--- src/xhc_tail_pkg.sv ---
// shared constants and carrier types for the capability tail and memory window decoder
package xhc_tail_pkg;

	// ----------------------------------------
	// extended configuration offsets
	// ----------------------------------------
	localparam logic [11:0] CFG_HDR_DW_OFS = 12'h0150;
	localparam logic [11:0] CFG_CAP_HDR_OFS = 12'h0152;
	localparam logic [11:0] CFG_SERIAL_LO_OFS = 12'h0154;
	localparam logic [11:0] CFG_SERIAL_HI_OFS = 12'h0158;
	localparam int HDR_HALF_LSB = 16;
	localparam int DW_INDEX_LSB = 2;

	// ----------------------------------------
	// capability header word layout
	// ----------------------------------------
	localparam logic [15:0] CAP_HDR_RESET = 16'h0001;
	localparam logic [11:0] CAP_NEXT_PTR = 12'h0000;
	localparam logic [3:0] CAP_VERSION = 4'h1;
	localparam int HDR_VER_LSB = 0;
	localparam int HDR_NEXT_LSB = 4;

	// ----------------------------------------
	// serial number layout
	// ----------------------------------------
	localparam logic [23:0] DEFAULT_ORG_ID = 24'hA5_5A3C; // arbitrary value
	localparam logic [7:0] SERIAL_ZERO_BYTE = 8'h00;
	localparam int SERIAL_ORG_LSB = 40;
	localparam int SERIAL_ZERO_LSB = 32;
	localparam logic [31:0] READ_ZERO = 32'h0000_0000;

	// ----------------------------------------
	// memory window region bounds
	// ----------------------------------------
	localparam int WINDOW_BITS = 16;
	localparam logic [15:0] CAP_LAST = 16'h001F;
	localparam logic [15:0] OP_LAST = 16'h049F;
	localparam logic [15:0] RT_LAST = 16'h05BF;
	localparam logic [15:0] DB_LAST = 16'h06C3;
	localparam logic [15:0] RSVD_LOW_LAST = 16'h09BF;
	localparam logic [15:0] EXT_LAST = 16'h09EB;

	// ----------------------------------------
	// types
	// ----------------------------------------
	typedef enum logic [5:0] {
		REG_CAP = 6'b00_0001,
		REG_OP = 6'b00_0010,
		REG_RT = 6'b00_0100,
		REG_DB = 6'b00_1000,
		REG_EXT = 6'b01_0000,
		REG_RSVD = 6'b10_0000
	} region_t;

	typedef struct packed {
		logic valid;
		logic write;
		logic [11:0] addr;
		logic [31:0] wdata;
	} cfg_req_t;

	typedef struct packed {
		logic valid;
		logic write;
		logic [63:0] addr;
		logic [3:0] byteEn;
		logic [31:0] wdata;
		logic [7:0] tag;
	} mem_req_t;

	typedef struct packed {
		logic valid;
		region_t region;
		logic [15:0] offset;
		logic write;
		logic [3:0] byteEn;
		logic [31:0] wdata;
		logic [7:0] tag;
	} route_t;

	// region lookup for a window offset, used by the decoder; the checks compare the bounds directly
	function automatic region_t decodeRegion(input logic [15:0] ofs);
		region_t r;
		r = REG_RSVD;
		if (ofs <= CAP_LAST) r = REG_CAP;
		else if (ofs <= OP_LAST) r = REG_OP;
		else if (ofs <= RT_LAST) r = REG_RT;
		else if (ofs <= DB_LAST) r = REG_DB;
		else if (ofs <= RSVD_LOW_LAST) r = REG_RSVD;
		else if (ofs <= EXT_LAST) r = REG_EXT;
		return r;
	endfunction : decodeRegion

	// dword match of a configuration byte address
	function automatic logic dwMatch(input logic [11:0] addr, input logic [11:0] ofs);
		return addr[11:DW_INDEX_LSB] == ofs[11:DW_INDEX_LSB];
	endfunction : dwMatch

endpackage : xhc_tail_pkg

--- src/xhc_tail_top.sv ---
// capability list tail registers and memory window router of the host controller
//
// Notes on behaviour
// next-capability pointer, upper twelve header bits, always reads zero
// low four header bits report capability version one
// header word at 152h, read-only, 0001h after reset, writes ignored
// 64-bit serial number: 24-bit organisation id plus 40-bit extension
// serial bits 63:40 hold a wired organisation id, untouched by reset
// serial bits 39:32 always read zero
// serial bits 31:0 hold the unique per-part word
// serial number decoded from 154h, read-only, writes have no effect
// memory window follows the programmed 64-bit base; software sets it first
// offsets 000h-01Fh capability, 020h-49Fh operational
// 4A0h-5BFh runtime, 5C0h-6C3h doorbell, 6C4h-9BFh reserved
// 9C0h-9EBh extended capabilities, 9ECh-FFFFh reserved
// offsets counted from the base address, zero at the base
// reserved reads complete with zeros, reserved writes dropped
`timescale 1ns/1ps
module xhc_tail_top (
	// clock, reset, enable
	input wire logic clk,
	input wire logic resetn,
	input wire logic ce,
	// per-part identity word
	input wire logic [31:0] uniqueIdIn,
	// configuration request and completion
	input xhc_tail_pkg::cfg_req_t cfgReq,
	output logic cfgCplValid,
	output logic [31:0] cfgCplData,
	// programmed base address pair
	input wire logic [63:0] barBase,
	input wire logic barProgrammed,
	// memory request, routed request, reserved completion
	input xhc_tail_pkg::mem_req_t memReq,
	output xhc_tail_pkg::route_t routeOut,
	output logic memCplValid,
	output logic [31:0] memCplData,
	output logic [7:0] memCplTag
);

	// ----------------------------------------
	// internal signals
	// ----------------------------------------
	logic [31:0] capRdData;
	logic idCaptured;
	logic winHit;
	logic [15:0] winOffset;
	xhc_tail_pkg::region_t winRegion;
	logic memTake;
	logic cfgCplValid_r;
	logic [31:0] cfgCplData_r;
	xhc_tail_pkg::route_t route_r;
	xhc_tail_pkg::route_t route_nxt;
	logic memCplValid_r;
	logic [31:0] memCplData_r;
	logic [7:0] memCplTag_r;

	// ----------------------------------------
	// sub-blocks
	// ----------------------------------------
	// serial composition
	serial_cap_regs u_caps (
		.clk(clk),
		.resetn(resetn),
		.ce(ce),
		.uniqueIdIn(uniqueIdIn),
		.rdAddr(cfgReq.addr),
		.rdData(capRdData),
		.captured(idCaptured)
	);

	// base relative offset
	mmio_region_decode u_dec (
		.addr(memReq.addr),
		.base(barBase),
		.hit(winHit),
		.offset(winOffset),
		.region(winRegion)
	);

	// ----------------------------------------
	// configuration completions
	// ----------------------------------------
	// writes only complete; there is no storage, so the header cannot change
	// serial read path
	always_ff @(posedge clk or negedge resetn) begin
		if (!resetn) begin
			cfgCplValid_r <= 1'b0;
			cfgCplData_r <= xhc_tail_pkg::READ_ZERO;
		end else if (ce) begin
			cfgCplValid_r <= cfgReq.valid;
			if (cfgReq.valid)
				cfgCplData_r <= cfgReq.write ? xhc_tail_pkg::READ_ZERO : capRdData;
		end
	end

	// ----------------------------------------
	// memory window routing
	// ----------------------------------------
	// nothing is claimed until software has set the base
	assign memTake = memReq.valid && barProgrammed && winHit;

	// next routed request; reserved space is not forwarded
	always_comb begin
		route_nxt = route_r;
		route_nxt.valid = 1'b0;
		if (memTake) begin
			// region select
			route_nxt.valid = (winRegion != xhc_tail_pkg::REG_RSVD);
			route_nxt.region = winRegion;
			route_nxt.offset = winOffset;
			route_nxt.write = memReq.write;
			route_nxt.byteEn = memReq.byteEn;
			route_nxt.wdata = memReq.wdata;
			route_nxt.tag = memReq.tag;
		end
	end

	// routed request register
	always_ff @(posedge clk or negedge resetn) begin
		if (!resetn) begin
			route_r <= '{valid: 1'b0, region: xhc_tail_pkg::REG_RSVD, offset: 16'h0000,
				write: 1'b0, byteEn: 4'h0, wdata: 32'h0000_0000, tag: 8'h00};
		end else if (ce) begin
			route_r <= route_nxt;
		end
	end

	// reserved reads answered here with zeros; reserved writes vanish
	always_ff @(posedge clk or negedge resetn) begin
		if (!resetn) begin
			memCplValid_r <= 1'b0;
			memCplData_r <= xhc_tail_pkg::READ_ZERO;
			memCplTag_r <= 8'h00;
		end else if (ce) begin
			memCplValid_r <= memTake && !memReq.write && (winRegion == xhc_tail_pkg::REG_RSVD);
			memCplData_r <= xhc_tail_pkg::READ_ZERO;
			if (memTake)
				memCplTag_r <= memReq.tag;
		end
	end

	// ----------------------------------------
	// outputs
	// ----------------------------------------
	assign cfgCplValid = cfgCplValid_r;
	assign cfgCplData = cfgCplData_r;
	assign routeOut = route_r;
	assign memCplValid = memCplValid_r;
	assign memCplData = memCplData_r;
	assign memCplTag = memCplTag_r;

	// ----------------------------------------
	// checks
	// ----------------------------------------
	// next pointer zero
	a_next_ptr_zero: assert property (@(posedge clk) disable iff (!resetn)
		(ce && cfgReq.valid && !cfgReq.write && xhc_tail_pkg::dwMatch(cfgReq.addr, xhc_tail_pkg::CFG_HDR_DW_OFS))
		|=> cfgCplValid && cfgCplData[31:20] == xhc_tail_pkg::CAP_NEXT_PTR)
		else $error("next capability pointer not zero");

	// version one
	a_cap_version_one: assert property (@(posedge clk) disable iff (!resetn)
		(ce && cfgReq.valid && !cfgReq.write && xhc_tail_pkg::dwMatch(cfgReq.addr, xhc_tail_pkg::CFG_HDR_DW_OFS))
		|=> cfgCplData[19:16] == xhc_tail_pkg::CAP_VERSION)
		else $error("capability version not one");

	// header survives writes
	a_hdr_write_ignored: assert property (@(posedge clk) disable iff (!resetn)
		(ce && cfgReq.valid && cfgReq.write && xhc_tail_pkg::dwMatch(cfgReq.addr, xhc_tail_pkg::CFG_HDR_DW_OFS))
		##1 (ce && cfgReq.valid && !cfgReq.write
		&& xhc_tail_pkg::dwMatch(cfgReq.addr, xhc_tail_pkg::CFG_HDR_DW_OFS))
		|=> cfgCplData[31:16] == xhc_tail_pkg::CAP_HDR_RESET)
		else $error("header word changed by a write");

	// upper serial word
	a_serial_upper: assert property (@(posedge clk) disable iff (!resetn)
		(ce && cfgReq.valid && !cfgReq.write && xhc_tail_pkg::dwMatch(cfgReq.addr, xhc_tail_pkg::CFG_SERIAL_HI_OFS))
		|=> cfgCplData[31:8] == xhc_tail_pkg::DEFAULT_ORG_ID
		&& cfgCplData[7:0] == xhc_tail_pkg::SERIAL_ZERO_BYTE)
		else $error("serial upper word wrong");

	// zero byte
	a_serial_zero_byte: assert property (@(posedge clk) disable iff (!resetn)
		(ce && cfgReq.valid && !cfgReq.write && xhc_tail_pkg::dwMatch(cfgReq.addr, xhc_tail_pkg::CFG_SERIAL_HI_OFS))
		|=> cfgCplData[7:0] == xhc_tail_pkg::SERIAL_ZERO_BYTE)
		else $error("serial zero byte not zero");

	// lower serial word equals the captured part word
	a_serial_lower: assert property (@(posedge clk) disable iff (!resetn)
		(ce && idCaptured && cfgReq.valid && !cfgReq.write
		&& xhc_tail_pkg::dwMatch(cfgReq.addr, xhc_tail_pkg::CFG_SERIAL_LO_OFS))
		|=> cfgCplData == u_caps.uniqueWord_r)
		else $error("serial lower word wrong");

	// part word frozen once caught
	a_unique_stable: assert property (@(posedge clk) disable iff (!resetn)
		idCaptured |=> $stable(u_caps.uniqueWord_r))
		else $error("unique word changed after capture");

	// no claim without a programmed base
	a_no_claim_unset: assert property (@(posedge clk) disable iff (!resetn)
		(ce && !barProgrammed) |=> !routeOut.valid && !memCplValid)
		else $error("request claimed before base set");

	// routed region matches the decode of the offset
	a_route_region: assert property (@(posedge clk) disable iff (!resetn)
		routeOut.valid |-> routeOut.region != xhc_tail_pkg::REG_RSVD
		&& ((routeOut.region == xhc_tail_pkg::REG_CAP) == (routeOut.offset <= xhc_tail_pkg::CAP_LAST))
		&& ((routeOut.region == xhc_tail_pkg::REG_OP) == (routeOut.offset > xhc_tail_pkg::CAP_LAST
		&& routeOut.offset <= xhc_tail_pkg::OP_LAST))
		&& ((routeOut.region == xhc_tail_pkg::REG_RT) == (routeOut.offset > xhc_tail_pkg::OP_LAST
		&& routeOut.offset <= xhc_tail_pkg::RT_LAST))
		&& ((routeOut.region == xhc_tail_pkg::REG_DB) == (routeOut.offset > xhc_tail_pkg::RT_LAST
		&& routeOut.offset <= xhc_tail_pkg::DB_LAST))
		&& ((routeOut.region == xhc_tail_pkg::REG_EXT) == (routeOut.offset > xhc_tail_pkg::RSVD_LOW_LAST
		&& routeOut.offset <= xhc_tail_pkg::EXT_LAST)))
		else $error("routed region does not match offset");

	// doorbell boundary
	a_route_doorbell: assert property (@(posedge clk) disable iff (!resetn)
		(ce && memTake && winOffset == xhc_tail_pkg::DB_LAST)
		|=> routeOut.valid && routeOut.region == xhc_tail_pkg::REG_DB)
		else $error("last doorbell offset misrouted");

	// extended capability boundary
	a_route_ext_edge: assert property (@(posedge clk) disable iff (!resetn)
		(ce && memTake && winOffset == xhc_tail_pkg::EXT_LAST + 16'h0001)
		|=> !routeOut.valid)
		else $error("offset past extended capabilities routed");

	// offset measured from base
	a_offset_base: assert property (@(posedge clk) disable iff (!resetn)
		(ce && memTake) |=> routeOut.offset == $past(memReq.addr[15:0]) - $past(barBase[15:0])
		&& routeOut.tag == $past(memReq.tag))
		else $error("offset not relative to base");

	// reserved read answers zero
	a_rsvd_read_zero: assert property (@(posedge clk) disable iff (!resetn)
		(ce && memTake && !memReq.write && winRegion == xhc_tail_pkg::REG_RSVD)
		|=> memCplValid && memCplData == xhc_tail_pkg::READ_ZERO && !routeOut.valid)
		else $error("reserved read not answered with zero");

	// reserved write dropped
	a_rsvd_write_drop: assert property (@(posedge clk) disable iff (!resetn)
		(ce && memTake && memReq.write && winRegion == xhc_tail_pkg::REG_RSVD)
		|=> !memCplValid && !routeOut.valid)
		else $error("reserved write had an effect");

	// config writes complete with zero data
	a_cfg_write_zero: assert property (@(posedge clk) disable iff (!resetn)
		(ce && cfgReq.valid && cfgReq.write)
		|=> cfgCplValid && cfgCplData == xhc_tail_pkg::READ_ZERO)
		else $error("config write completion carries data");

	// no completion without a taken request
	a_cfg_no_spurious: assert property (@(posedge clk) disable iff (!resetn)
		(ce && !cfgReq.valid) |=> !cfgCplValid)
		else $error("config completion without a request");

	// last capability offset
	a_route_cap_edge: assert property (@(posedge clk) disable iff (!resetn)
		(ce && memTake && winOffset == xhc_tail_pkg::CAP_LAST)
		|=> routeOut.valid && routeOut.region == xhc_tail_pkg::REG_CAP)
		else $error("last capability offset misrouted");

	// last operational offset
	a_route_op_edge: assert property (@(posedge clk) disable iff (!resetn)
		(ce && memTake && winOffset == xhc_tail_pkg::OP_LAST)
		|=> routeOut.valid && routeOut.region == xhc_tail_pkg::REG_OP)
		else $error("last operational offset misrouted");

	// first runtime offset
	a_route_rt_first: assert property (@(posedge clk) disable iff (!resetn)
		(ce && memTake && winOffset == xhc_tail_pkg::OP_LAST + 16'h0001)
		|=> routeOut.valid && routeOut.region == xhc_tail_pkg::REG_RT)
		else $error("first runtime offset misrouted");

	// reserved gap after the doorbells
	a_rsvd_gap_start: assert property (@(posedge clk) disable iff (!resetn)
		(ce && memTake && winOffset == xhc_tail_pkg::DB_LAST + 16'h0001)
		|=> !routeOut.valid)
		else $error("offset past the doorbells routed");

	// first extended capability offset
	a_route_ext_first: assert property (@(posedge clk) disable iff (!resetn)
		(ce && memTake && winOffset == xhc_tail_pkg::RSVD_LOW_LAST + 16'h0001)
		|=> routeOut.valid && routeOut.region == xhc_tail_pkg::REG_EXT)
		else $error("first extended capability offset misrouted");

	// misses leave no trace
	a_miss_silent: assert property (@(posedge clk) disable iff (!resetn)
		(ce && memReq.valid && !winHit)
		|=> !routeOut.valid && !memCplValid)
		else $error("request outside the window claimed");

	// the base itself is offset zero
	a_base_offset_zero: assert property (@(posedge clk) disable iff (!resetn)
		(ce && memTake && memReq.addr == barBase)
		|=> routeOut.offset == 16'h0000 && routeOut.region == xhc_tail_pkg::REG_CAP)
		else $error("base address not at offset zero");

	// clock enable low freezes every output; memCplData holds too but is not compared
	a_ce_freeze: assert property (@(posedge clk) disable iff (!resetn)
		!ce |=> $stable(cfgCplValid) && $stable(cfgCplData) && $stable(routeOut)
		&& $stable(memCplValid) && $stable(memCplTag))
		else $error("outputs moved while clock enable low");

endmodule : xhc_tail_top

--- src/serial_cap_regs.sv ---
// read-only capability header and serial number words
`timescale 1ns/1ps
module serial_cap_regs #(
	parameter logic [23:0] ORG_ID = xhc_tail_pkg::DEFAULT_ORG_ID // arbitrary value
) (
	// clock, reset, enable
	input wire logic clk,
	input wire logic resetn,
	input wire logic ce,
	// per-part identity word
	input wire logic [31:0] uniqueIdIn,
	// read port
	input wire logic [11:0] rdAddr,
	output logic [31:0] rdData,
	output logic captured
);

	logic [31:0] uniqueWord_r;
	logic captured_r;
	logic [15:0] hdrWord;
	logic [63:0] serial;

	// catch part word
	// taken once after reset release; a pin cannot feed an async reset
	always_ff @(posedge clk or negedge resetn) begin
		if (!resetn) begin
			uniqueWord_r <= xhc_tail_pkg::READ_ZERO;
			captured_r <= 1'b0;
		end else if (ce && !captured_r) begin
			uniqueWord_r <= uniqueIdIn;
			captured_r <= 1'b1;
		end
	end

	// wired header word
	assign hdrWord = {xhc_tail_pkg::CAP_NEXT_PTR, xhc_tail_pkg::CAP_VERSION};
	// wired upper serial; only the unique word is stored
	assign serial = {ORG_ID, xhc_tail_pkg::SERIAL_ZERO_BYTE, uniqueWord_r};
	assign captured = captured_r;

	// dword read mux; unknown dwords read zero
	always_comb begin
		rdData = xhc_tail_pkg::READ_ZERO;
		if (xhc_tail_pkg::dwMatch(rdAddr, xhc_tail_pkg::CFG_CAP_HDR_OFS))
			rdData = {hdrWord, 16'h0000};
		else if (xhc_tail_pkg::dwMatch(rdAddr, xhc_tail_pkg::CFG_SERIAL_LO_OFS))
			rdData = serial[31:0];
		else if (xhc_tail_pkg::dwMatch(rdAddr, xhc_tail_pkg::CFG_SERIAL_HI_OFS))
			rdData = serial[63:32];
	end

endmodule : serial_cap_regs

--- src/mmio_region_decode.sv ---
// base-relative memory window hit and region decode
`timescale 1ns/1ps
module mmio_region_decode (
	// request address and programmed base
	input wire logic [63:0] addr,
	input wire logic [63:0] base,
	// decode result
	output logic hit,
	output logic [15:0] offset,
	output xhc_tail_pkg::region_t region
);

	logic [64:0] diff;

	// offset measured from the base so offset zero sits at the base itself
	assign diff = {1'b0, addr} - {1'b0, base};
	assign hit = (diff[64:xhc_tail_pkg::WINDOW_BITS] == '0);
	assign offset = diff[15:0];
	assign region = xhc_tail_pkg::decodeRegion(diff[15:0]);

endmodule : mmio_region_decode

--- config.mk ---
export PLATFORM = sky130hd
export DESIGN_NAME = xhc_tail_top
export DESIGN_NICKNAME = d
export VERILOG_FILES = /design/src/xhc_tail_pkg.sv /design/src/xhc_tail_top.sv /design/src/serial_cap_regs.sv /design/src/mmio_region_decode.sv
export SDC_FILE = /design/constraint.sdc
export NUM_CORES = 1
export LEC_CHECK = 0
export CAP_MARGIN = 20
export CELL_PAD_IN_SITES_DETAIL_PLACEMENT = 1
export CELL_PAD_IN_SITES_GLOBAL_PLACEMENT = 2
export CORE_AREA = 2 2 169 171
export DETAILED_ROUTE_END_ITERATION = 10
export DIE_AREA = 0 0 171 173
export DONT_BUFFER_PORTS = 1
export HOLD_SLACK_MARGIN = 0.05
export MAX_ROUTING_LAYER = met4
export PLACE_DENSITY = 0.95
export SYNTH_ARGS = -nofsm -noshare
export SYNTH_HDL_FRONTEND = slang
export SYNTH_HIERARCHICAL = 1
export SYNTH_SLANG_ARGS = --single-unit
export TNS_END_PERCENT = 30
--- constraint.sdc ---
create_clock -name clk -period 4.15 [get_ports clk]
set_input_delay 0.83 -clock clk [delete_from_list [all_inputs] [get_ports clk]]
set_output_delay 0.83 -clock clk [all_outputs]
set_load 0.005 [all_outputs]
**Word level (Yosys, flattened, before mapping)**

Index checks and enable logic that the tools add are counted.

- Mux-type cells: 11
- Reductions and logical operators: 10
- Add/subtract/negate cells: 1
- Equal/unequal tests: 5
- Magnitude comparators: 6

Operator list:

| cell | count |
|---|---|
| 32-bit two-way mux | 4 |
| 68-bit two-way mux | 1 |
| 64-bit by 64-bit subtractor with 65-bit output | 1 |
| 49-bit zero test | 1 |
| 16-bit by 11-bit <= comparator with 1-bit output, second input constant | 3 |
| 6-bit two-way mux | 6 |
| 16-bit by 12-bit <= comparator with 1-bit output, second input constant | 2 |
| 10-bit by 7-bit equality test with 1-bit output, second input constant | 3 |
| 16-bit by 5-bit <= comparator with 1-bit output, second input constant | 1 |
| 6-bit equality test, second input constant | 1 |
| 6-bit inequality test, second input constant | 1 |
| 1-bit logical AND | 5 |
| 2-bit AND reduction | 2 |
| 1-bit zero test | 2 |

- Bits of input ports: 256
- Register bits: 135

**Depth between registers and ports, before layout**

Gate-level depths: netlist of run 1.

- Depth after elaboration: 10
- Mapped depth: 20
- Mapped depth without buffers: 18

**By module**

The synthesis of run 1 kept the hierarchy.

By module, submodules not included:

| module | area each (µm²) | cells an instance | times used |
|---|---|---|---|
| mmio_region_decode | 4890.9 | 770 | 1 |
| xhc_tail_top | 4270.3 | 333 | 1 |
| serial_cap_regs | 1788.0 | 151 | 1 |

**Worst setup path before layout of run 1**

Ideal clock, no wire load.

- Path kind: input port to flip-flop
- From: input barBase[42]
- To: register route_r (netlist bit routeOut[57])
- Required time: 4025 ps
- Data arrival time: 4654 ps
- Library setup time: 125 ps
- Slack: -630 ps
- Cell stages on the path: 18
- Path through: inv_1 > ha_1 > buf_6 > a21oi_2 > o21ai_1 > a221o_1 > a21oi_4 > nand2_2 > o311ai_4 > o21ai_4 > a221oi_2 > mux2_1 > or4_4 > nor4_2 > nand4_2 > buf_4 > buf_6 > mux2_4

- Word-level cells in the longest chain between the ends: 4

Ends and longest elaborated chain:

| item | RTL line | RTL |
|---|---|---|
| start, declared | xhc_tail_top.sv:31 | `input wire logic [63:0] barBase,` |
| 64-bit by 64-bit subtractor with 65-bit output | mmio_region_decode.sv:16 | `assign diff = {1'b0, addr} - {1'b0, base};` |
| 49-bit zero test | mmio_region_decode.sv:17 | `assign hit = (diff[64:xhc_tail_pkg::WINDOW_BITS] == '0);` |
| net winHit | xhc_tail_top.sv:46 | `logic winHit;` |
| 1-bit logical AND | xhc_tail_top.sv:101 | `assign memTake = memReq.valid && barProgrammed && winHit;` |
| 2-bit AND reduction (no line) | n/a |  |
| end signal, assigned | xhc_tail_top.sv:122 | `route_r <= '{valid: 1'b0, region: xhc_tail_pkg::REG_RSVD, offset: 16'h0000,` |
| end signal, assigned | xhc_tail_top.sv:125 | `route_r <= route_nxt;` |
| end, declared | xhc_tail_top.sv:52 | `xhc_tail_pkg::route_t route_r;` |

The timed path passes the listed nets, and every way through them passes these cells.
A chain may end at the register's enable or synchronous reset.

**Worst setup path in the final report of run 1**

- From: input barBase[2]
- To: register route_r (netlist bit routeOut[27])

The elaborated chain is that of the path after synthesis.

==> flow_summary_export.csv, run 1 <==
group,metric,value,unit
outcome,status,"finished with violations",
outcome,violations,"setup timing",
worst_hold_path,hold_class,"input pin to asynchronous set/reset pin",
finish,fin_nets,1821,
floorplanning,placeableCoreArea,27600,um^2
timing,min_period_over_period,109,%
yosys,ys_top_cells_by_area,"dfrtp_1 (31%), mux2_2 (9.7%), ha_1 (7.3%)",
setup_path,crit_path_end_kind,"flip-flop",
setup_path,rr_endpoint,"u_caps/uniqueWord_r[26]",
setup_path,cp-endpoint,"routeOut[27]",
yosys,yosysSeqAreaShare,30.9,%
floorplanning,die_x,171,um
timing,fin_tns_setup,-21.39,ns
timing,slew_viol_final,0,
detailed_routing,drc_errors,0,
global_route,antenna_found_initial,2,
yosys,async_flop_share,100,%
floorplanning,die_h,173,um
yosys,synth_top_area_share,30.6,%
setup_path,crit_fanout,6,
yosys,yosysWarningCount,6,
yosys,synth_flop_cell,"dfrtp_1",
setup_path,crit_path_start,"barBase[2]",
finish,drive_gt1_share,36.4,%
yosys,ys_types,90,
power_and_ir_drop,p_per_area,309,nW/um^2
place,gp_congestion,0.952,
detailed_routing,drt-initial-drc-count,694,
detailed_routing,avgRoutedWirePerCell,22.9,um
setup_path,cp.required,4.45,ns
yosys,synth_area_per_cell,8.73,um^2
cts,htreeDepth,4,
setup_path,arrival,4.83,ns
power_and_ir_drop,ir_worst_vdd,0.229,mV
timing,finalHoldViolCount,0,
place,dp_slack,-0.982,ns
global_route,track_usage,28.5,%
detailed_routing,num_vias,11000,
yosys,synth_area_leader_cell,"dfrtp_1",
timing,finalClockSkew,0.0113,ns
timing,min_period,4.53,ns
global_route,grt_pass1_vias,11800,
cts,worstSkewPairLatency,0.42,ns
yosys,synth_common_cells,"dfrtp_1 (134), nand2_1 (116), inv_1 (109)",
timing,setup_violations,69,
timing,relSlewSlack,26.7,%
floorplanning,row_count,61,
setup_path,critPathLaunchType,"input pin",
cts,path_clk_slew,0.06,ns
detailed_routing,via_per_inst,5.80,
setup_path,timing.rr.start,"u_caps/captured",
global_route,overflow,0,
detailed_routing,wl,43300,um
cts,cts_max_path_buffers,2,
timing,setup_ws,-0.376,ns
floorplanning,initial_utilization,39.6,%
setup_path,r2r.worst_path.cells,3,
cts,cts_tree,"yes",
detailed_routing,ant_nets,0,
finish,fillCellCount,3174,
timing,max_slew.worst_pin.slew,1.10,ns
global_route,grt_pass1_wl,64500,um
timing,fin_hold_ws,0.105,ns
setup_path,critPathKind,"input pin to flip-flop",
detailed_routing,dr.pass1.iters,5,
cts,numCtsBuffers,17,
yosys,synth_most_common_cell,"dfrtp_1",
floorplanning,io_pins,398,
power_and_ir_drop,p_leak,6.72,nW
cts,cts_sinks,135,
global_route,grt_max_degree,136,
place,dp_hpwl,31600,um
place,port_buffers,0,
setup_path,ff2ff_setup_slack,2.71,ns
cts,clockRootBuffer,"clkbuf_16",
floorplanning,die_area,29600,um^2
yosys,synth_edf_count,0,
timing,rsz0062_at_grt,"true",
timing,fmax,221,MHz
run,cap_violations,0,
yosys,synth_cells,1254,
finish,syn_to_final_growth,32.9,%
yosys,ys_seq_elements,135,
yosys,synth_area,10900,um^2
==> sequential cells by signal (all words and copies together), names as in the netlist <==
signal	cells
memCplTag	8
u_caps/uniqueWord_r	32
u_caps/captured	1
cfgCplData	32
cfgCplValid	1
routeOut	60
memCplValid	1
==> cells in the final DEF, fill, tap and decap left out, types with 8 or more instances in the layout <==
cell,count
a211oi_1,14
a21o_1,14
a21oi_1,75
a21oi_2,11
a31oi_1,8
buf_4,291
clkbuf_16,19
conb_1,32
dfrtp_1,134
ha_1,43
ha_4,20
inv_1,97
mux2_2,90
mux2_4,12
nand2_1,114
nand2b_1,38
nand3_1,12
nand3b_1,12
nand4_1,31
nor2_1,66
nor3_1,17
nor4_1,16
nor4_2,10
o21a_1,20
o21ai_0,79
o21ai_1,11
o21bai_1,8
xnor2_1,21
xor2_1,14
==> worst min path at each step <==
stage / depth (start not counted) / startpoint / to
3_3_place_gp: 1 / u_caps/captured / u_caps/captured
5_1_grt: 0 / resetn / cfgCplData[5]
6_report: 0 / resetn / cfgCplData[30]
2_1_floorplan: 1 / u_caps/captured / u_caps/captured
4_1_cts: 0 / resetn / cfgCplData[5]
3_5_place_dp: 1 / u_caps/captured / u_caps/captured
==> per-layer routing <==
| layer | GRT usage [%] | vias to the layer above | routed length [um] |
|---|---|---|---|
| li1 | - | 4866 | - |
| met2 | 49.4 | 495 | 22100 |
| met4 | 14.0 | 0 | 2140 |
| met3 | 6.09 | 159 | 2700 |
| met5 | - | - | 0 |
| met1 | 30.5 | 5472 | 16300 |
==> cell families (layout without fill, tap and decap cells) <==
| family | count (synthesis) | count (layout) | share of synthesized area, % |
|---|---|---|---|
| mux | 110 | 110 | 11.5 |
| flops | 135 | 135 | 30.9 |
| xor+xnor | 36 | 36 | 2.88 |
| simple gates | 368 | 368 | 18.0 |
| buf+inv | 215 | 443 | 9.77 |
| fa+ha+maj | 65 | 65 | 7.50 |
| other cells | 1 | 35 | 0.0342 |
| compound gates | 324 | 324 | 19.4 |
==> metrics by stage <==
stage	instance area (um^2)	power, W	std cells	utilization (%)
2_1_floorplan	11300	0.00218	1285	-
5_1_grt	14600	0.00467	1893	52.7
6_report	14600	0.00450	1894	52.7
4_1_cts	14200	0.00441	1882	51.6
3_3_place_gp	13200	0.00268	1836	47.7
3_5_place_dp	13200	0.00274	1836	47.7
==> worst max-delay path, cell delays in order <==
cell,delay (ns)
inv_1,0.04
ha_2,0.19
a21o_1,0.21
a21oi_2,0.27
buf_4,0.19
a2111oi_4,0.07
buf_4,0.17
nor3_2,0.19
mux2i_1,0.27
o2111ai_1,0.18
nor4_1,0.35
nand4_1,0.15
nor4_2,0.26
nand4_1,0.21
nor4_4,0.38
nand4_4,0.20
buf_6,0.20
buf_12,0.14
mux2_4,0.31
==> where the power goes <==
part           internal [W]  total (W)  switching, W  leakage [nW]
clock               0.00101    0.00163      0.000618         0.302
combinational      0.000687    0.00149      0.000799          4.60
sequential          0.00135    0.00138     0.0000246          1.83
==> layout make-up <==
class | count | area [um^2] | share of cell area [%]
Timing Repair Buffer | 302 | 2390 | 16.4
Clock inverter | 14 | 198 | 1.36
Inverter | 109 | 474 | 3.26
Tap cell | 378 | 473 | 3.25
Antenna cell | 3 | 7.51 | 0.0516
Multi-Input combinational cell | 935 | 7210 | 49.5
Sequential cell | 135 | 3380 | 23.2
Clock buffer | 18 | 429 | 2.95
==> timing repair <==
item / CTS / global route
cloned: 3 / 2
setup endpoints to repair: 69 / 69
resized for setup: 60 / 37
hold buffers: 0 / 0
buffers inserted: 11 / 8
pin swaps: 26 / 25
Note: power is estimated with default switching activity, not from simulation.
==> inputs of run 2 (changes only) <==
--- a/config.mk
+++ b/config.mk
@@ -15,6 +15,7 @@
 export HOLD_SLACK_MARGIN = 0.05
 export MAX_ROUTING_LAYER = met4
 export PLACE_DENSITY = 0.95
+export SETUP_SLACK_MARGIN = 0.3
 export SYNTH_ARGS = -nofsm -noshare
 export SYNTH_HDL_FRONTEND = slang
 export SYNTH_HIERARCHICAL = 1
==> run 2 against run 1 <==
  * The flow still finishes with violations (setup timing)
  * Hold slack got worse by 0.0043 ns
  * Sequential share of layout area fell by 0.095 points
  * First-iteration DRC count rose by 2.2%
  * Die area did not move
  * Final cell count rose by 0.11%
  * Clock power barely moved
  * Global-route usage did not move
==> flow_summary_export.csv, run 2 (synthesis gave the netlist of run 1 again) <==
group,metric,value,unit
finish,regMostFlops,"routeOut",
finish,mostFrequentLayoutCells,"buf_4 (289), dfrtp_1 (134), nand2_1 (114)",
setup_path,crit_fanout,6,
setup_path,cp_cell_sequence,"clkinv_16 > ha_4 > inv_2 > fa_2 > a211o_4 > a21oi_4 > nor4_4 > o211ai_1 > buf_4 > a21oi_2 > nor3_2 > nor2_2 > buf_4 > buf_4 > a2111oi_2 > nand4_1 > nor4_4 > nand4_4 > buf_6 > buf_12 > mux2_4",
floorplanning,initial_utilization,39.6,%
setup_path,critPathKind,"input pin to flip-flop",
place,place_inst,1836,
timing,setup_ws,-0.373,ns
timing,min_period_over_period,109,%
power_and_ir_drop,p_leak,6.76,nW
place,place_area,13200,um^2
cts,htreeDepth,4,
setup_path,max_stage_delay,0.38,ns
detailed_routing,wl,43100,um
detailed_routing,via_per_inst,5.76,
cts,cts_max_path_buffers,2,
global_route,grt_pass1_vias,11800,
global_route,track_usage,28.5,%
timing,fmax,221,MHz
timing,setup_violations,69,
timing,max_slew.worst_pin.slew,1.10,ns
floorplanning,die_h,173,um
timing,min_period,4.52,ns
cts,numCtsBuffers,17,
setup_path,arrival,4.83,ns
floorplanning,die_area,29600,um^2
global_route,grt_pass1_wl,64500,um
finish,syn_to_final_growth,33.5,%
cts,clockRootBuffer,"clkbuf_16",
finish,fillCellCount,3166,
finish,mostFrequentLayoutCell,"buf_4",
detailed_routing,avgRoutedWirePerCell,22.7,um
setup_path,crit_family,"compound AO/OA/AOI/OAI gates",
timing,finalClockSkew,0.0159,ns
place,gp_congestion,0.952,
run,cap_violations,0,
timing,relSlewSlack,26.4,%
outcome,status,"finished with violations",
detailed_routing,drt-initial-drc-count,709,
setup_path,cp.required,4.46,ns
global_route,antenna_found_initial,2,
finish,largest_reg_flops,60,
detailed_routing,drc_errors,0,
timing,finalHoldViolCount,0,
finish,multi_input_area,7210,um^2
place,dp_hpwl,31600,um
outcome,violations,"setup timing",
cts,worstSkewPairLatency,0.43,ns
setup_path,crit_path_frequent_cell,"buf_4",
floorplanning,placeableCoreArea,27600,um^2
finish,seqCellArea,3380,um^2
detailed_routing,ant_nets,0,
finish,final_cells,1896,
cts,cts_sinks,135,
global_route,grt_max_degree,136,
power_and_ir_drop,p_per_area,307,nW/um^2
floorplanning,io_pins,398,
floorplanning,row_count,61,
finish,fin_nets,1823,
setup_path,slowest_stage,"a211o_4",
worst_hold_path,hold_class,"input pin to asynchronous set/reset pin",
detailed_routing,dr.pass1.iters,5,
setup_path,critPathLaunchType,"input pin",
cts,path_clk_slew,0.06,ns
global_route,overflow,0,
timing,fin_tns_setup,-22.14,ns
place,port_buffers,0,
timing,rsz0062_at_grt,"true",
floorplanning,die_x,171,um
finish,drive_gt1_share,36.5,%
cts,cts_tree,"yes",
timing,fin_hold_ws,0.100,ns
finish,design_area,14600,um^2
timing,slew_viol_final,0,
setup_path,critPathBufInv,7,
setup_path,crit_path_end_kind,"flip-flop",
finish,utilization,52.9,%
detailed_routing,num_vias,10900,
power_and_ir_drop,ir_worst_vdd,0.232,mV
==> run 2: layout make-up <==
type                            instances  area share (%)
Timing Repair Buffer                  304            16.8
Antenna cell                            3          0.0514
Clock inverter                         14            1.35
Tap cell                              378            3.24
Sequential cell                       135            23.1
Clock buffer                           18            2.94
Inverter                              109            3.24
Multi-Input combinational cell        935            49.3
==> run 2: where the power goes <==
group / internal, W / leakage, nW / switching [W]
clock network: 0.00101 / 0.302 / 0.000619
logic: 0.000686 / 4.63 / 0.000796
registers: 0.00135 / 1.83 / 0.0000241
==> run 2: final timing paths <==
path,startpoint,end,slack (ns),depth (start not counted)
max,memReq[44],routeOut[27],-0.37,21
min,resetn,u_caps/uniqueWord_r[6],0.10,0
max reg2reg,u_caps/captured,u_caps/uniqueWord_r[26],2.69,3
min reg2reg,u_caps/captured,u_caps/captured,0.48,1
max in group asynchronous,resetn,routeOut[66],3.80,0
min in group clk,u_caps/captured,u_caps/captured,0.48,1
==> run 2: layer usage <==
metal	vias to the layer above	global-route usage, %	share of wire (%)
li1	4873	-	-
met1	5426	30.5	38
met2	475	49.4	51
met3	152	6.09	5.9
met4	0	14.0	4.8
met5	-	-	0
==> run 2: metrics by stage <==
step | total power, W | worst slack [ns]
2_1_floorplan | 0.00218 | -0.356
6_report | 0.00449 | -0.373
3_3_place_gp | 0.00268 | -0.752
3_5_place_dp | 0.00274 | -0.982
5_1_grt | 0.00467 | -0.503
4_1_cts | 0.00441 | -0.371
==> run 2: repair_timing <==
action	CTS	global route
endpoints found under the setup margin	69	69
resized for setup	60	35
pin swaps	26	25
hold buffers	0	0
setup buffers	11	6
gates cloned	3	4
==> inputs of run 3 (changes only) <==
--- a/config.mk
+++ b/config.mk
@@ -16,6 +16,7 @@
 export MAX_ROUTING_LAYER = met4
 export PLACE_DENSITY = 0.95
 export SETUP_SLACK_MARGIN = 0.3
+export SKIP_CTS_REPAIR_TIMING = 1
 export SYNTH_ARGS = -nofsm -noshare
 export SYNTH_HDL_FRONTEND = slang
 export SYNTH_HIERARCHICAL = 1
==> run 3 against run 2 <==
  * Setup slack better by 0.098 ns
  * Largest power group unchanged
  * Non-clock buffer count down 9
  * Routed wire length down 3.4%
  * Sequential power barely moved
  * First-iteration DRC count down 8.9%
  * The flow still finishes with violations (setup timing)
  * Register-to-register slack about the same
  * Critical endpoint is now routeOut[59]
  * Count of clock-buffer cells in the layout did not move
  * Sequential cell count unchanged
  * Clock skew down 0.0061 ns
==> flow_summary_export.csv, run 3 (synthesis gave the netlist of run 1 again) <==
group,metric,value,unit
outcome,status,"finished with violations",
outcome,violations,"setup timing",
setup_path,critPathBufInv,3,
setup_path,crit_fanout,11,
place,port_buffers,0,
detailed_routing,wl,41700,um
setup_path,arrival,4.72,ns
power_and_ir_drop,ir_worst_vdd,0.226,mV
setup_path,crit_path_frequent_cell,"buf_12",
timing,min_period_over_period,107,%
setup_path,max_stage_delay,0.49,ns
cts,cts_tree,"yes",
cts,clockRootBuffer,"clkbuf_16",
finish,final_cells,1887,
finish,largest_reg_flops,60,
detailed_routing,num_vias,10700,
setup_path,cp_cell_sequence,"inv_4 > ha_4 > nor2b_4 > o2111ai_4 > a211oi_4 > o211ai_4 > a21oi_4 > o311ai_4 > o21ai_4 > a221oi_2 > mux2_1 > or4_4 > nor4_4 > nand4_4 > buf_12 > buf_12 > mux2_4",
cts,path_clk_slew,0.06,ns
finish,drive_gt1_share,35.3,%
floorplanning,die_x,171,um
cts,cts_sinks,135,
setup_path,critPathKind,"input pin to flip-flop",
detailed_routing,dr.pass1.iters,5,
place,dp_hpwl,31600,um
floorplanning,initial_utilization,39.6,%
global_route,overflow,0,
timing,fin_hold_ws,0.108,ns
timing,finalClockSkew,0.00979,ns
floorplanning,row_count,61,
setup_path,crit_path_end_kind,"flip-flop",
setup_path,timing.rr.start,"u_caps/captured",
timing,min_period,4.43,ns
floorplanning,io_pins,398,
global_route,antenna_found_initial,1,
worst_hold_path,hold_class,"input pin to asynchronous set/reset pin",
power_and_ir_drop,p_leak,6.67,nW
cts,cts_max_path_buffers,2,
power_and_ir_drop,p_per_area,311,nW/um^2
place,gp_congestion,0.952,
cts,worstSkewPairLatency,0.42,ns
setup_path,ff2ff_setup_slack,2.70,ns
timing,relSlewSlack,26.8,%
global_route,grt_pass1_wl,60900,um
floorplanning,die_h,173,um
global_route,grt_max_degree,136,
timing,rsz0062_at_grt,"true",
global_route,track_usage,26.8,%
run,cap_violations,0,
timing,max_slew.worst_pin.slew,1.10,ns
detailed_routing,via_per_inst,5.66,
finish,design_area,14400,um^2
setup_path,rr_endpoint,"u_caps/uniqueWord_r[1]",
floorplanning,placeableCoreArea,27600,um^2
detailed_routing,ant_nets,0,
finish,mostFrequentLayoutCells,"buf_4 (283), dfrtp_1 (134), nand2_1 (113)",
detailed_routing,drt-initial-drc-count,646,
finish,mostFrequentLayoutCell,"buf_4",
cts,numCtsBuffers,17,
cts,htreeDepth,4,
floorplanning,die_area,29600,um^2
setup_path,critPathLaunchType,"input pin",
detailed_routing,avgRoutedWirePerCell,22.1,um
setup_path,r2r.worst_path.cells,3,
setup_path,slowest_stage,"or4_4",
setup_path,cp.required,4.45,ns
timing,finalHoldViolCount,0,
finish,syn_to_final_growth,31.2,%
place,place_area,13200,um^2
finish,fin_nets,1814,
detailed_routing,drc_errors,0,
timing,slew_viol_final,0,
timing,setup_violations,69,
setup_path,crit_family,"compound AO/OA/AOI/OAI gates",
timing,setup_ws,-0.275,ns
place,place_inst,1836,
timing,fmax,226,MHz
finish,regMostFlops,"routeOut",
global_route,grt_pass1_vias,11400,
power_and_ir_drop,power,0.00446,W
timing,fin_tns_setup,-16.73,ns
## run 3: power breakdown
group          switching [W]  leakage, nW  total (W)  internal, W
registers          0.0000240         1.83    0.00138      0.00135
clock network       0.000611        0.302    0.00162      0.00101
logic               0.000783         4.54    0.00146     0.000675
## run 3: final cells by class
class                      count  area (um^2)
antenna                        3         7.51
clock buffer                  18          429
clock inverter                14          198
fill                        3201        13300
inverter                     109          442
multi-input combinational    935         7090
sequential                   135         3380
tap                          378          473
timing repair buffer         295         2340
## run 3: per-stage QoR
stage / setup slack, ns / util, %
after detailed placement: -0.982 / 47.7
after CTS: -0.587 / 50.0
after global routing: -0.376 / 52.0
after global placement: -0.752 / 47.7
final: -0.275 / 52.0
after floorplan: -0.356 / -
## run 3: routing by layer
| metal | vias up | part of all wire, % | GRT usage, % |
|---|---|---|---|
| li1 | 4854 | - | - |
| met1 | 5281 | 38 | 28.6 |
| met2 | 442 | 52 | 47.7 |
| met3 | 111 | 5.9 | 5.20 |
| met4 | 0 | 4.0 | 11.4 |
| met5 | - | 0 | - |
## run 3: how the worst max path moves through the flow
stage / from / to / slack [ns] / cells past startpoint
finish: barBase[1] / routeOut[59] / -0.28 / 17
global route: barBase[2] / routeOut[59] / -0.38 / 20
CTS: memReq[44] / routeOut[27] / -0.59 / 19
detailed placement: memReq[44] / routeOut[27] / -0.98 / 19
global placement: memReq[44] / routeOut[33] / -0.75 / 19
floorplan: barBase[40] / routeOut[57] / -0.36 / 18
